### src/inc/ier_pkg.sv
// Package for the interrupt enable and pin routing block.
// Assumes an APB slave with 32-bit data and a single clock pclk.
package ier_pkg;
   // Printed offsets are not multiples of four: they are word indices
   localparam logic [7:0]  IDX_ENABLE   = 8'h2d;
   localparam logic [7:0]  IDX_ROUTING  = 8'h2e;
   localparam logic [7:0]  IDX_PADCFG   = 8'h40;
   localparam logic [7:0]  IDX_STATUS   = 8'h41;
   localparam logic [7:0]  IDX_MASK     = 8'h42;
   localparam logic [7:0]  IDX_SOURCE   = 8'h0c;
   localparam logic [11:0] ADDR_ENABLE  = {2'h0, IDX_ENABLE, 2'h0};
   localparam logic [11:0] ADDR_ROUTING = {2'h0, IDX_ROUTING, 2'h0};
   localparam logic [11:0] ADDR_PADCFG  = {2'h0, IDX_PADCFG, 2'h0};
   localparam logic [11:0] ADDR_STATUS  = {2'h0, IDX_STATUS, 2'h0};
   localparam logic [11:0] ADDR_MASK    = {2'h0, IDX_MASK, 2'h0};
   localparam logic [11:0] ADDR_SOURCE  = {2'h0, IDX_SOURCE, 2'h0};
   // Source bit positions
   localparam int BIT_SLEEP  = 7;
   localparam int BIT_FIFO   = 6;
   localparam int BIT_TRANS  = 5;
   localparam int BIT_ORIENT = 4;
   localparam int BIT_PULSE  = 3;
   localparam int BIT_FALL   = 2;
   localparam int BIT_READY  = 0;
   // Bit 1 is unimplemented in enable and routing
   localparam logic [7:0] SRC_IMPL_MASK = 8'hfd;
   localparam int BIT_LEVEL = 0;
   localparam int BIT_DRIVE = 1;
   localparam logic [7:0] RST_ENABLE  = 8'h00;
   localparam logic [7:0] RST_ROUTING = 8'h00;
   localparam logic [1:0] RST_PADCFG  = 2'h0;
   localparam logic [1:0] RST_STATUS  = 2'h0;
   localparam logic [1:0] RST_MASK    = 2'h0;
endpackage : ier_pkg

### src/hw/ier_route_bit.sv
// One source lane: enable gate and pin selection.
// Assumes the event level is synchronous to pclk.
module ier_route_bit (
   // Source
   input  wire logic event_in,
   input  wire logic enable,
   input  wire logic route,
   // Pin requests
   output logic      to_pin_a,
   output logic      to_pin_b
);
   logic gated;
   assign gated    = event_in & enable;
   assign to_pin_a = gated & route;
   assign to_pin_b = gated & ~route;
endmodule // ier_route_bit

### src/hw/ier_pad.sv
// Pad shaping of one interrupt pin: level and drive mode.
// Assumes the assert request is registered by the caller.
module ier_pad (
   // Request and config
   input  wire logic assert_req,
   input  wire logic active_high,
   input  wire logic open_drain,
   // Pad
   output logic      pin_out,
   output logic      pin_oe_n
);
   always_comb begin
      pin_out  = assert_req ? active_high : ~active_high;
      // Open drain only drives the asserted low level
      pin_oe_n = open_drain ? ~(assert_req && !active_high) : 1'b0;
   end
endmodule // ier_pad

### src/hw/ier_top.sv
// Interrupt enable and pin routing block with APB register access.
// Assumes event levels synchronous to pclk and a standard APB master.

// Summary of operation
// - Enable bit 7 gates the auto-sleep/wake event onto the pins.
// - Enable bit 6 gates the buffer event onto the pins.
// - Enable bit 5 gates the transient event onto the pins.
// - Enable bit 4 gates the orientation event onto the pins.
// - Enable bit 3 gates the pulse event onto the pins.
// - Enable bit 2 gates the fall/motion event onto the pins.
// - Enable bit 0 gates the sample-ready event onto the pins.
// - Enable register resets to zero; no pin asserts until enabled.
// - Event flags pass to routing only while their enable is set.
// - Routing bit one selects pin a, zero selects pin b.
// - Routing register resets to zero, defaulting all to pin b.
// - A pin asserts while any enabled source routed to it is active.
// - Level bit: zero asserts low, one asserts high, both pins.
// - Drive bit: zero push-pull, one open drain.
module ier_top
   import ier_pkg::*;
#(
   parameter int NSRC = 8
) (
   // Clock and reset
   input  wire logic        pclk,
   input  wire logic        presetn,
   // APB slave
   input  wire logic        psel,
   input  wire logic        penable,
   input  wire logic        pwrite,
   input  wire logic [11:0] paddr,
   input  wire logic [31:0] pwdata,
   output logic [31:0]      prdata,
   output logic             pready,
   output logic             pslverr,
   // Event levels from detectors
   input  wire logic [7:0]  event_lvl,
   // Interrupt pins
   output logic             irq_pin_a,
   output logic             irq_pin_a_oe_n,
   output logic             irq_pin_b,
   output logic             irq_pin_b_oe_n,
   // Summary interrupt to local processor
   output logic             irq
);

   typedef struct packed {
      logic [7:0]  en;
      logic [7:0]  route;
      logic [1:0]  padcfg;
      logic [1:0]  sts;
      logic [1:0]  mask;
      logic        req_a;
      logic        req_b;
      logic        pin_a;
      logic        oe_a;
      logic        pin_b;
      logic        oe_b;
      logic        irq;
      logic [31:0] rdata;
      logic        ready;
      logic        err;
   } ier_state_t;

   ier_state_t st_ff;
   ier_state_t nxt_st;

   logic [7:0] lane_a;
   logic [7:0] lane_b;
   logic       any_a;
   logic       any_b;
   logic       pad_a;
   logic       pad_a_oe_n;
   logic       pad_b;
   logic       pad_b_oe_n;
   logic       acc;
   logic       wr;
   logic       rd;
   logic [7:0] src_seen;

   // One lane per source position; bit 1 has no source
   for (genvar i = 0; i < NSRC; i++) begin : g_lane
      ier_route_bit u_lane (
         .event_in (event_lvl[i]),
         .enable   (st_ff.en[i]),
         .route    (st_ff.route[i]),
         .to_pin_a (lane_a[i]),
         .to_pin_b (lane_b[i])
      );
   end

   assign any_a    = |lane_a;
   assign any_b    = |lane_b;
   assign src_seen = event_lvl & st_ff.en & SRC_IMPL_MASK;

   // Pad shaping sits before the output flops so pins stay registered
   ier_pad u_pad_a (
      .assert_req  (st_ff.req_a),
      .active_high (st_ff.padcfg[BIT_LEVEL]),
      .open_drain  (st_ff.padcfg[BIT_DRIVE]),
      .pin_out     (pad_a),
      .pin_oe_n    (pad_a_oe_n)
   );
   ier_pad u_pad_b (
      .assert_req  (st_ff.req_b),
      .active_high (st_ff.padcfg[BIT_LEVEL]),
      .open_drain  (st_ff.padcfg[BIT_DRIVE]),
      .pin_out     (pad_b),
      .pin_oe_n    (pad_b_oe_n)
   );

   // Zero wait states: answer in the access phase itself
   assign acc = psel & penable;
   assign wr  = acc & pwrite;
   assign rd  = acc & ~pwrite;

   always_comb begin
      nxt_st       = st_ff;
      nxt_st.req_a = any_a;
      nxt_st.req_b = any_b;
      nxt_st.pin_a = pad_a;
      nxt_st.oe_a  = pad_a_oe_n;
      nxt_st.pin_b = pad_b;
      nxt_st.oe_b  = pad_b_oe_n;
      nxt_st.ready = psel & ~penable;
      nxt_st.err   = 1'b0;
      nxt_st.rdata = 32'h0000_0000;
      // Sticky pin events; set wins over read-clear below
      if (wr) begin
         case (paddr)
            ADDR_ENABLE:  nxt_st.en = pwdata[7:0] & SRC_IMPL_MASK;
            ADDR_ROUTING: nxt_st.route = pwdata[7:0] & SRC_IMPL_MASK;
            ADDR_PADCFG:  nxt_st.padcfg = pwdata[1:0];
            ADDR_MASK:    nxt_st.mask = pwdata[1:0];
            ADDR_STATUS:  ;
            ADDR_SOURCE:  ;
            default:      nxt_st.err = psel & ~penable;
         endcase
      end
      if (psel && !penable) begin
         case (paddr)
            ADDR_ENABLE:  nxt_st.rdata = {24'h0, st_ff.en};
            ADDR_ROUTING: nxt_st.rdata = {24'h0, st_ff.route};
            ADDR_PADCFG:  nxt_st.rdata = {30'h0, st_ff.padcfg};
            ADDR_STATUS:  nxt_st.rdata = {30'h0, st_ff.sts};
            ADDR_MASK:    nxt_st.rdata = {30'h0, st_ff.mask};
            ADDR_SOURCE:  nxt_st.rdata = {24'h0, src_seen};
            default:      nxt_st.err = 1'b1;
         endcase
      end
      if (rd && paddr == ADDR_STATUS) begin
         nxt_st.sts = 2'h0;
      end
      if (any_a) begin
         nxt_st.sts[0] = 1'b1;
      end
      if (any_b) begin
         nxt_st.sts[1] = 1'b1;
      end
      nxt_st.irq = |(nxt_st.sts & nxt_st.mask);
   end

   always_ff @(posedge pclk or negedge presetn) begin
      if (!presetn) begin
         st_ff        <= '0;
         st_ff.en     <= RST_ENABLE;
         st_ff.route  <= RST_ROUTING;
         st_ff.padcfg <= RST_PADCFG;
         st_ff.sts    <= RST_STATUS;
         st_ff.mask   <= RST_MASK;
         st_ff.pin_a  <= 1'b1;
         st_ff.pin_b  <= 1'b1;
      end else begin
         st_ff <= nxt_st;
      end
   end

   // Read data and ready leave the flops straight
   assign prdata         = st_ff.rdata;
   assign pready         = st_ff.ready;
   assign pslverr        = st_ff.err;
   assign irq_pin_a      = st_ff.pin_a;
   assign irq_pin_a_oe_n = st_ff.oe_a;
   assign irq_pin_b      = st_ff.pin_b;
   assign irq_pin_b_oe_n = st_ff.oe_b;
   assign irq            = st_ff.irq;

   // Assertions
   a_sleep_gate: assert property (@(posedge pclk) disable iff (!presetn)
      !st_ff.en[BIT_SLEEP] |-> !lane_a[BIT_SLEEP] && !lane_b[BIT_SLEEP])
      else $error("sleep event passed while disabled");
   a_fifo_gate: assert property (@(posedge pclk) disable iff (!presetn)
      (event_lvl[BIT_FIFO] && st_ff.en[BIT_FIFO]) |->
      (lane_a[BIT_FIFO] || lane_b[BIT_FIFO]))
      else $error("enabled fifo event lost");
   a_trans_gate: assert property (@(posedge pclk) disable iff (!presetn)
      (lane_a[BIT_TRANS] || lane_b[BIT_TRANS]) |-> st_ff.en[BIT_TRANS])
      else $error("transient passed while disabled");
   a_orient_gate: assert property (@(posedge pclk) disable iff (!presetn)
      (lane_a[BIT_ORIENT] | lane_b[BIT_ORIENT]) ==
      (event_lvl[BIT_ORIENT] & st_ff.en[BIT_ORIENT]))
      else $error("orientation gating wrong");
   a_pulse_gate: assert property (@(posedge pclk) disable iff (!presetn)
      (lane_a[BIT_PULSE] | lane_b[BIT_PULSE]) ==
      (event_lvl[BIT_PULSE] & st_ff.en[BIT_PULSE]))
      else $error("pulse gating wrong");
   a_fall_gate: assert property (@(posedge pclk) disable iff (!presetn)
      (lane_a[BIT_FALL] | lane_b[BIT_FALL]) ==
      (event_lvl[BIT_FALL] & st_ff.en[BIT_FALL]))
      else $error("fall gating wrong");
   a_ready_gate: assert property (@(posedge pclk) disable iff (!presetn)
      (lane_a[BIT_READY] | lane_b[BIT_READY]) ==
      (event_lvl[BIT_READY] & st_ff.en[BIT_READY]))
      else $error("ready gating wrong");
   a_route_sel: assert property (@(posedge pclk) disable iff (!presetn)
      (lane_a & ~st_ff.route) == 8'h00 && (lane_b & st_ff.route) == 8'h00)
      else $error("source on wrong pin");
   a_pin_level: assert property (@(posedge pclk) disable iff (!presetn)
      ##1 $past(st_ff.req_a) && $past(!st_ff.padcfg[BIT_DRIVE]) |->
      irq_pin_a == $past(st_ff.padcfg[BIT_LEVEL]) && !irq_pin_a_oe_n)
      else $error("pin a level wrong");
   a_pin_assert: assert property (@(posedge pclk) disable iff (!presetn)
      any_b |=> st_ff.req_b ##1 (irq_pin_b == st_ff.padcfg[BIT_LEVEL]
      || $changed(st_ff.padcfg)))
      else $error("pin b not asserted");
   a_od_release: assert property (@(posedge pclk) disable iff (!presetn)
      ##1 $past(st_ff.padcfg[BIT_DRIVE]) && !$past(st_ff.req_a) |->
      irq_pin_a_oe_n)
      else $error("open drain drove idle");
   a_bit1_zero: assert property (@(posedge pclk) disable iff (!presetn)
      !st_ff.en[1] && !st_ff.route[1])
      else $error("bit 1 stored");
   a_reset_clear: assert property (@(posedge pclk)
      $rose(presetn) |-> st_ff.en == 8'h00 && st_ff.route == 8'h00)
      else $error("registers not cleared");
   c_pin_a: cover property (@(posedge pclk) disable iff (!presetn)
      st_ff.req_a);
   c_pin_b: cover property (@(posedge pclk) disable iff (!presetn)
      st_ff.req_b);
   c_both: cover property (@(posedge pclk) disable iff (!presetn)
      st_ff.req_a && st_ff.req_b && st_ff.padcfg == 2'h3);
   c_irq: cover property (@(posedge pclk) disable iff (!presetn)
      irq);
   c_err: cover property (@(posedge pclk) disable iff (!presetn)
      pslverr);

   // Pass side of the gates, with a_fifo_block on the block side: an enabled event must reach its pin
   a_sleep_pass: assert property (@(posedge pclk) disable iff (!presetn)
      event_lvl[BIT_SLEEP] && st_ff.en[BIT_SLEEP] && st_ff.route[BIT_SLEEP]
      |-> lane_a[BIT_SLEEP])
      else $error("enabled sleep event lost");
   a_sleep_pin_b: assert property (@(posedge pclk) disable iff (!presetn)
      event_lvl[BIT_SLEEP] && st_ff.en[BIT_SLEEP] && !st_ff.route[BIT_SLEEP]
      |-> lane_b[BIT_SLEEP])
      else $error("sleep event not on pin b");
   a_fifo_block: assert property (@(posedge pclk) disable iff (!presetn)
      !st_ff.en[BIT_FIFO] |-> !(lane_a[BIT_FIFO] || lane_b[BIT_FIFO]))
      else $error("fifo passed while disabled");
   a_trans_pass: assert property (@(posedge pclk) disable iff (!presetn)
      event_lvl[BIT_TRANS] && st_ff.en[BIT_TRANS] |->
      lane_a[BIT_TRANS] || lane_b[BIT_TRANS])
      else $error("enabled transient lost");

   // Pin requests, sticky status, irq and source view
   a_req_a_follow: assert property (@(posedge pclk) disable iff (!presetn)
      any_a |=> st_ff.req_a)
      else $error("pin a request missing");
   a_req_b_follow: assert property (@(posedge pclk) disable iff (!presetn)
      1'b1 |=> st_ff.req_b == $past(any_b))
      else $error("pin b request wrong");
   a_sts_set_a: assert property (@(posedge pclk) disable iff (!presetn)
      any_a |=> st_ff.sts[0])
      else $error("pin a status not set");
   a_sts_set_b: assert property (@(posedge pclk) disable iff (!presetn)
      any_b |=> st_ff.sts[1])
      else $error("pin b status not set");
   a_sts_clear: assert property (@(posedge pclk) disable iff (!presetn)
      rd && paddr == ADDR_STATUS && !any_a && !any_b |=> st_ff.sts == 2'h0)
      else $error("status not cleared by read");
   a_irq_level: assert property (@(posedge pclk) disable iff (!presetn)
      irq == |(st_ff.sts & st_ff.mask))
      else $error("irq does not follow status");
   a_src_view: assert property (@(posedge pclk) disable iff (!presetn)
      psel && !penable && paddr == ADDR_SOURCE |=>
      prdata == {24'h0, $past(src_seen)})
      else $error("source view wrong");

   // Pad shaping
   a_pp_drive: assert property (@(posedge pclk) disable iff (!presetn)
      ##1 !$past(st_ff.padcfg[BIT_DRIVE]) |-> !irq_pin_b_oe_n)
      else $error("push-pull released pin");
   a_pin_b_idle: assert property (@(posedge pclk) disable iff (!presetn)
      ##1 !$past(st_ff.req_b) && !$past(st_ff.padcfg[BIT_DRIVE]) |->
      irq_pin_b == !$past(st_ff.padcfg[BIT_LEVEL]))
      else $error("pin b idle level wrong");

   // Register bus
   a_ready_setup: assert property (@(posedge pclk) disable iff (!presetn)
      psel && !penable |=> pready)
      else $error("no ready after setup");
   a_ready_pulse: assert property (@(posedge pclk) disable iff (!presetn)
      pready |=> !pready)
      else $error("ready held too long");
   a_err_ready: assert property (@(posedge pclk) disable iff (!presetn)
      pslverr |-> pready)
      else $error("error without ready");
   a_en_write: assert property (@(posedge pclk) disable iff (!presetn)
      wr && paddr == ADDR_ENABLE |=>
      st_ff.en == ($past(pwdata[7:0]) & SRC_IMPL_MASK))
      else $error("enable write lost");
   a_route_write: assert property (@(posedge pclk) disable iff (!presetn)
      wr && paddr == ADDR_ROUTING |=>
      st_ff.route == ($past(pwdata[7:0]) & SRC_IMPL_MASK))
      else $error("routing write lost");

endmodule // ier_top

### config.mk
export PLATFORM = sky130hd
export DESIGN_NAME = ier_top
export DESIGN_NICKNAME = d
export VERILOG_FILES = /design/src/inc/ier_pkg.sv /design/src/hw/ier_route_bit.sv /design/src/hw/ier_pad.sv /design/src/hw/ier_top.sv
export SDC_FILE = /design/constraint.sdc
export NUM_CORES = 1
export LEC_CHECK = 0
export ABC_AREA = 1
export BUFFER_PORTS_ARGS = -buffer_cell sky130_fd_sc_hd__buf_2
export CORE_MARGIN = 8
export CORE_UTILIZATION = 52
export DETAILED_ROUTE_END_ITERATION = 8
export PLACE_DENSITY = 0.86
export SYNTH_ARGS = -nofsm -noshare
export SYNTH_HDL_FRONTEND = slang
export SYNTH_SLANG_ARGS = --single-unit
### constraint.sdc
create_clock -name pclk -period 3.1 [get_ports pclk]
set_input_delay 0.31 -clock pclk [delete_from_list [all_inputs] [get_ports pclk]]
set_output_delay 0.31 -clock pclk [all_outputs]
set_load 0.005 [all_outputs]
Word level (Yosys, flattened, before mapping)
Cells that the tools add are included.
{"block": "word_totals", "reg_bits": 61, "latchBits": 0, "ram_bits": 0, "mem_bits_ro": 0, "output_inout_bits": 39, "wordCells": 88, "n_memories": 0}
{"block": "classes", "addsub": 0, "n_mul": 0, "div_mod_pow": 0, "n_lt_le_gt_ge": 0, "eq_ne": 6, "shifts": 0, "mux": 15, "n_bitwise": 39, "n_reduce_logical": 13}
{"op": "$pmux W8 S6", "count": 1}
{"op": "$eq A12 B9 Y1 const B", "count": 3}
{"op": "$and A1 B1 Y1", "count": 25}
{"op": "$eq A12 B8 Y1 const B", "count": 2}
{"op": "$reduce_or A7 Y1", "count": 2}
{"op": "$eq A12 B6 Y1 const B", "count": 1}
{"op": "$not A1 Y1", "count": 12}
{"op": "$mux W1", "count": 10}
{"op": "$and A8 B8 Y8", "count": 1}
{"op": "$mux W8", "count": 1}
{"op": "$mux W2", "count": 3}
{"op": "$reduce_and A2 Y1", "count": 3}
{"op": "$reduce_or A6 Y1", "count": 1}
{"op": "$logic_and A1 B1 Y1", "count": 4}
{"op": "$and A2 B2 Y2", "count": 1}
{"op": "$logic_not A1 Y1", "count": 2}
{"op": "$reduce_or A2 Y1", "count": 1}

Longest topological paths before layout
Gate-level depths: netlist of run 1.
{"block": "depth", "ltp_word": 7, "mapped_depth": 10, "depth_no_buf": 10}

Cells and area by module
Synthesis of run 1 repeated with hierarchy kept, for this count alone.
{"block": "hier_totals", "cells_unflattened": 304, "hier_area_um2": 2292.2}
{"module": "ier_top", "instances": 1, "cells_per_inst": 264, "area_per_inst_um2": 2119.5, "seq_area_each_um2": 928.4}
{"module": "ier_route_bit", "instances": 8, "cells_per_inst": 4, "area_per_inst_um2": 15.0, "seq_area_each_um2": 0.0}
{"module": "ier_pad", "instances": 2, "cells_per_inst": 4, "area_per_inst_um2": 26.3, "seq_area_each_um2": 0.0}

Worst setup path before layout of run 1
OpenSTA, ideal clock, no wires.
{"block": "synth_timing", "path_type": "input to register", "from": "input port paddr[0]", "to": "register st_ff[54] (netlist name)", "setup_ps": 118, "arrival_ps": 1162, "setup_slack_ps": 1819, "cell_stages": 9, "cell_sequence": "inv_1 > nand2_4 > nor2_4 > nand3_4 > inv_2 > nand2_4 > buf_6 > nand2_1 > o21ai_2"}
{"block": "synth_via", "elab_chain_cells": 2}
{"element": "start: declaration", "line_no": "ier_top.sv:31", "rtl": "input wire logic [11:0] paddr,"}
{"element": "$eq A12 B8 Y1", "line_no": "ier_top.sv:130", "rtl": "case (paddr)"}
{"element": "$reduce_and A2 Y1 (no line)"}
No other way between the ends.
A chain may end at the register's enable or synchronous reset.

==> flow_metrics.py, run 1 <==
metrics = {
    "run_status": {
        "status": "completed",
    },
    "critical_path": {
        "cp.buffers_inverters": 0,
        "cp_top_family": "simple AND/OR/NAND/NOR gates",
        "cp-start-kind": "flop",
        "path_cells": "nand2_1, nor2_1, nor2_1, o211ai_1, nor2_1, nand2_1, nand2_1, nand2_1",
        "crit_slowest_cell": "dfrtp_1",
        "worstSetupPathType": "reg2reg",
        "critPathArrivalTime_ns": 1.49,
        "cp-end-kind": "flop",
        "worstPathMaxFanout": 4,
        "max_stage_delay_ns": 0.41,
        "reg2reg_depth": 8,
        "cp_common_cell": "nand2_1",
        "required_ns": 3.27,
        "cp.depth": 8,
    },
    "floorplan": {
        "fp.dieW_um": 82.5,
        "die_y_um": 82.5,
        "die-area_um2": 6810,
        "start_util_pct": 53.2,
        "ioPinCount": 96,
        "rows": 24,
        "core_um2": 4320,
    },
    "timing": {
        "finalClockSkew_ns": 0.00234,
        "maxSlewHeadroom_pct": 45.7,
        "rsz0062_at_grt": "false",
        "setup_viol": 0,
        "maxSlewViolCount": 0,
        "post-route-period-util_pct": 42.5,
        "final-hold-violation-count": 0,
        "max_clock_freq_mhz": 759,
        "worstMarginPinSlew_ns": 0.814,
        "finalCriticalPeriod_ns": 1.32,
        "finalSetupTns_ns": 0,
    },
    "routing": {
        "routed_wl_mm": 4.76,
        "dr.pass1.iters": 4,
        "routed_via_density": 4.80,
        "postRouteAntennaNets": 0,
        "vias": 1816,
        "route.detailed.drc": 0,
        "drtIter0Drc": 180,
        "wl_per_cell_um": 12.6,
    },
    "global_routing": {
        "grt_max_degree": 38,
        "antenna_found_initial": 0,
        "grt.total_usage_pct": 14.5,
        "overflow": 0,
        "grt_pass1_wl_mm": 7.69,
        "grt_pass1_vias": 1809,
    },
    "clock_network": {
        "htree_levels": 2,
        "clk_latency_ns": 0.29,
        "cts_tree": "done",
        "cts-buffers-inserted": 5,
        "cts_root_buf": "clkbuf_8",
        "post_cts_buffers": 0,
        "cts.sinks": 37,
        "post_cts_resized": 0,
        "clockBufferDepth": 2,
        "cts_hold_buffers": 0,
        "clk_pin_slew_ns": 0.07,
    },
    "final_layout": {
        "nFillCells": 416,
        "drive_above_1_share_pct": 29.4,
        "multi_input_area_um2": 1050,
        "regArea_um2": 928,
        "final_cells": 378,
        "layout.nets": 384,
        "area_growth_pct": 10.2,
        "diodes": 0,
    },
    "synthesis": {
        "synth_area_um2": 2300,
        "syn_inst": 283,
        "synth-seq-cells": 37,
        "synth_warnings": 0,
        "yosysSeqAreaShare_pct": 40.3,
        "syn_avg_cell_area_um2": 8.13,
        "yosysUniqueCellTypes": 26,
    },
    "pwr": {
        "p_leak_nw": 1.45,
        "power_density_nw_per_um2": 392,
        "ir_drop_mv": 0.271,
    },
    "hold_path": {
        "hp-class": "in2async",
    },
    "place": {
        "io_buffers": 46,
        "dp_hpwl_mm": 3.80,
        "finalWeightedCongestion": 0.902,
        "dpl.cell_count": 370,
    },
    "run": {
        "maxCapViolCount": 0,
    },
}
area by class of cell:
type | instances | area share, %
Clock inverter | 1 | 1.18
Inverter | 38 | 5.72
Clock buffer | 7 | 3.40
Tap cell | 52 | 2.57
Sequential cell | 37 | 36.6
Timing Repair Buffer | 46 | 9.08
Multi-Input combinational cell | 197 | 41.4
Yosys cell counts, drive strengths merged:
master	n	area, um^2
conb	1	3.75
or2	1	6.26
dfrtp	35	876
buf	34	263
nand2	71	329
ha	2	25.0
nand4	4	25.0
a21oi	2	10.0
o211ai	3	22.5
dfstp	2	52.6
inv	38	145
nor3	2	10.0
nand3	18	115
o21ai	23	168
nor2	47	250
report_power, final:
group          total [mW]  switching [mW]  internal, mW  leakage [nW]
clock               0.425           0.163         0.262        0.0585
sequential          0.487         0.00113         0.486         0.508
combinational      0.0824          0.0574        0.0250         0.881
total               0.994           0.221         0.773          1.45
stage by stage:
| step | instance area [um^2] | hold WS (ns) | util (%) | power (mW) | worst slack (ns) |
|---|---|---|---|---|---|
| 6_report | 2540 | 0.115 | 58.7 | 0.994 | 1.78 |
| 5_1_grt | 2540 | 0.179 | 58.7 | 1.04 | 1.70 |
| 4_1_cts | 2540 | 0.140 | 58.7 | 1.00 | 1.79 |
| 3_5_place_dp | 2420 | 0.450 | 56.0 | 0.578 | 1.58 |
| 3_3_place_gp | 2420 | 0.421 | 56.0 | 0.575 | 1.61 |
| 2_1_floorplan | 2390 | 0.0144 | - | 0.559 | 1.82 |
routing by layer:
metal  vias up  wire length [um]  GRT usage, %
li1        899                 -             -
met1       845              1870          15.7
met2        66              2390          26.3
met3         6               464          5.30
met4         0                42          3.10
met5         -                 0             0
state kept, by name, indices dropped and copies added (netlist names):
register / count
st_ff: 22
prdata: 8
irq: 1
irq_pin_a: 1
irq_pin_a_oe_n: 1
irq_pin_b: 1
irq_pin_b_oe_n: 1
pready: 1
pslverr: 1
cell usage in the layout, fill, tap and decap left out, types with 3 or more instances in the layout:
master,synthesis,routed
nand4_1,4,4
o21ai_0,7,7
inv_1,35,35
nand3_1,16,16
o211ai_1,3,3
nor2_4,7,7
clkbuf_8,0,6
dfrtp_1,35,35
conb_1,1,24
nand2_4,7,7
o21ai_2,14,14
nor2_1,37,37
nand2_2,4,4
buf_2,0,46
nand2_1,60,60
kinds of logic after synthesis:
logic type	count (synthesis)	share of synthesized area (%)
buffers and inverters	72	17.7
flip-flops	37	40.3
AO/OA/AOI/OAI	28	8.70
other	1	0.163
AND/OR/NAND/NOR	143	32.0
adder cells (fa/ha/maj)	2	1.09
final timing paths:
kind                             end  slack (ns)      start
max                              irq        1.78  st_ff[62]
min                        st_ff[41]        0.12    presetn
max reg2reg                      irq        1.78  st_ff[62]
min reg2reg                irq_pin_a        0.48  st_ff[40]
max in group asynchronous  st_ff[62]        2.48    presetn
min in group pclk             pready        0.27    penable
(Power assumes the default switching activity.)
==> run 2: changes to the inputs <==
--- a/config.mk
+++ b/config.mk
@@ -8,9 +8,9 @@
 export ABC_AREA = 1
 export BUFFER_PORTS_ARGS = -buffer_cell sky130_fd_sc_hd__buf_2
 export CORE_MARGIN = 8
-export CORE_UTILIZATION = 52
+export CORE_UTILIZATION = 44
 export DETAILED_ROUTE_END_ITERATION = 8
-export PLACE_DENSITY = 0.86
+export PLACE_DENSITY = 0.77
 export SYNTH_ARGS = -nofsm -noshare
 export SYNTH_HDL_FRONTEND = slang
 export SYNTH_SLANG_ARGS = --single-unit
==> constraint.sdc (replaced) <==
create_clock -name pclk -period 1.1 [get_ports pclk]
set_input_delay 0.11 -clock pclk [delete_from_list [all_inputs] [get_ports pclk]]
set_output_delay 0.11 -clock pclk [all_outputs]
set_load 0.005 [all_outputs]
==> run 2 against run 1 <==
  * The flow now finishes with violations (negative setup slack)
  * Core utilization is 4.1 points lower
  * Final cell count is 12% higher
  * Clock power is 120% higher
  * Hold slack worse by 0.052 ns
  * Final area is 9.2% higher
  * Wire length is 5.4% higher
  * Clock skew is 0.0038 ns higher
  * Die area is 15% higher
  * Worst setup slack worse by 1.9 ns
  * Largest cell class unchanged
  * Largest power group unchanged
==> flow_metrics.py, run 2 (synthesized netlist as in run 1, its figures left out) <==
metrics = {
    "routing": {
        "met1_length_mm": 2.05,
        "topRoutingLayerUsed": "met4",
        "met2_length_mm": 2.49,
        "routed_via_density": 4.41,
        "drtIter0Drc": 94,
        "dr.pass1.iters": 5,
        "routed-wl-met3_um": 409,
        "postRouteAntennaNets": 0,
        "route.detailed.drc": 0,
        "vias": 1871,
        "wl_per_cell_um": 11.8,
        "routed_wl_mm": 5.02,
    },
    "critical_path": {
        "cp-end-kind": "flop",
        "required_ns": 1.28,
        "worstPathMaxFanout": 3,
        "critPathArrivalTime_ns": 1.39,
        "reg2reg_depth": 6,
        "cp-start-kind": "flop",
        "worstSetupPathType": "reg2reg",
    },
    "final_layout": {
        "area_growth_pct": 20.3,
        "largest_register": "st_ff",
        "drive_above_1_share_pct": 36.4,
        "finalInstanceArea_um2": 2770,
        "diodes": 0,
        "nFillCells": 510,
        "multi_input_area_um2": 1070,
        "final_cells": 424,
        "regArea_um2": 928,
        "layout.nets": 412,
        "final_cell_mix": "nand2_1 (58), buf_2 (46), nor2_1 (36)",
        "final_common_cell": "nand2_1",
        "fin_util_pct": 54.6,
        "largest_reg_flops": 22,
    },
    "timing": {
        "final-hold-violation-count": 0,
        "post-route-period-util_pct": 110,
        "rsz0062_at_grt": "true",
        "finalClockSkew_ns": 0.00615,
        "finalSetupTns_ns": -0.212,
        "setup_viol": 5,
        "holdWs_ns": 0.0638,
        "finalCriticalPeriod_ns": 1.21,
        "max_clock_freq_mhz": 827,
        "finalWorstSetupSlack_ns": -0.109,
        "maxSlewViolCount": 0,
    },
    "global_routing": {
        "antenna_found_initial": 0,
        "grt.total_usage_pct": 13.1,
        "overflow": 0,
        "grt_pass1_vias": 1850,
        "grt_pass1_wl_mm": 8.08,
        "grt_max_degree": 18,
    },
    "pwr": {
        "fin_total_pwr_mw": 2.56,
        "p_leak_nw": 1.58,
        "ir_drop_mv": 0.540,
        "power_density_nw_per_um2": 924,
    },
    "floorplan": {
        "die_y_um": 88.3,
        "die-area_um2": 7800,
        "fp.dieW_um": 88.3,
        "ioPinCount": 96,
        "start_util_pct": 45.3,
        "rows": 26,
        "core_um2": 5070,
    },
    "place": {
        "dp_hpwl_mm": 4.07,
        "finalWeightedCongestion": 0.886,
        "io_buffers": 46,
        "dpl.cell_count": 411,
        "pre_cts_ws_ns": -0.188,
        "placed_cell_area_um2": 2630,
    },
    "clock_network": {
        "clockBufferDepth": 2,
        "htree_levels": 2,
        "cts_tree": "done",
        "cts.sinks": 37,
        "cts-buffers-inserted": 5,
        "cts_root_buf": "clkbuf_8",
        "clk_pin_slew_ns": 0.07,
        "clk_latency_ns": 0.30,
    },
    "run_status": {
        "violations": "negative setup slack",
        "status": "finished with violations",
    },
    "hold_path": {
        "hold_depth": 2,
        "hp-class": "in2reg",
    },
    "run": {
        "maxCapViolCount": 0,
    },
}
[run 2: changes by cell type in the layout (fill, tap and decap cells not counted), sizes merged]
cell and delta:
buf +27, bufinv -1, clkbuf -2, clkinv +2, clkinvlp +1, dlygate4sd3 +1
[run 2: worst paths after layout]
check	endpoint	from	slack [ns]
min	pready	penable	0.06
max in group asynchronous	st_ff[53]	presetn	0.43
min in group asynchronous	irq_pin_a_oe_n	presetn	0.26
max reg2reg	irq	st_ff[62]	-0.11
max	irq	st_ff[62]	-0.11
min reg2reg	irq_pin_a	st_ff[40]	0.48
[run 2: cell type report]
| cell class | count | area share [%] |
|---|---|---|
| clock buffer | 5 | 2.49 |
| clock inverter | 3 | 0.633 |
| inverter | 38 | 5.24 |
| multi-input combinational | 197 | 38.5 |
| sequential | 37 | 33.5 |
| tap | 70 | 3.16 |
| timing repair buffer | 74 | 16.4 |
[run 2: where the power goes]
part	internal, mW	switching, mW	leakage [nW]	total, mW
registers	1.37	0.00323	0.508	1.37
logic	0.0885	0.165	1.02	0.254
clock network	0.437	0.495	0.0439	0.932
[run 2: routing by layer]
layer | GRT usage (%) | vias up
met5 | 0 | -
met1 | 15.4 | 845
met3 | 4.27 | 9
met2 | 22.4 | 58
met4 | 3.69 | 0
li1 | - | 959
[run 2: worst max-delay path, stage by stage, from the launching register on]
cell and delay (ns):
dfrtp_1 0.42, nand3_1 0.12, o211ai_1 0.12, nor3_2 0.20
nand2_1 0.11, nand2_1 0.07, nand2_1 0.06
[run 2: repair_timing]
item	in CTS	in global routing
gates resized for setup	2	5
pin swaps	4	7
hold buffers	1	0
endpoints found under the setup margin	5	6
setup buffers	3	1
hold endpoints to repair	13	0
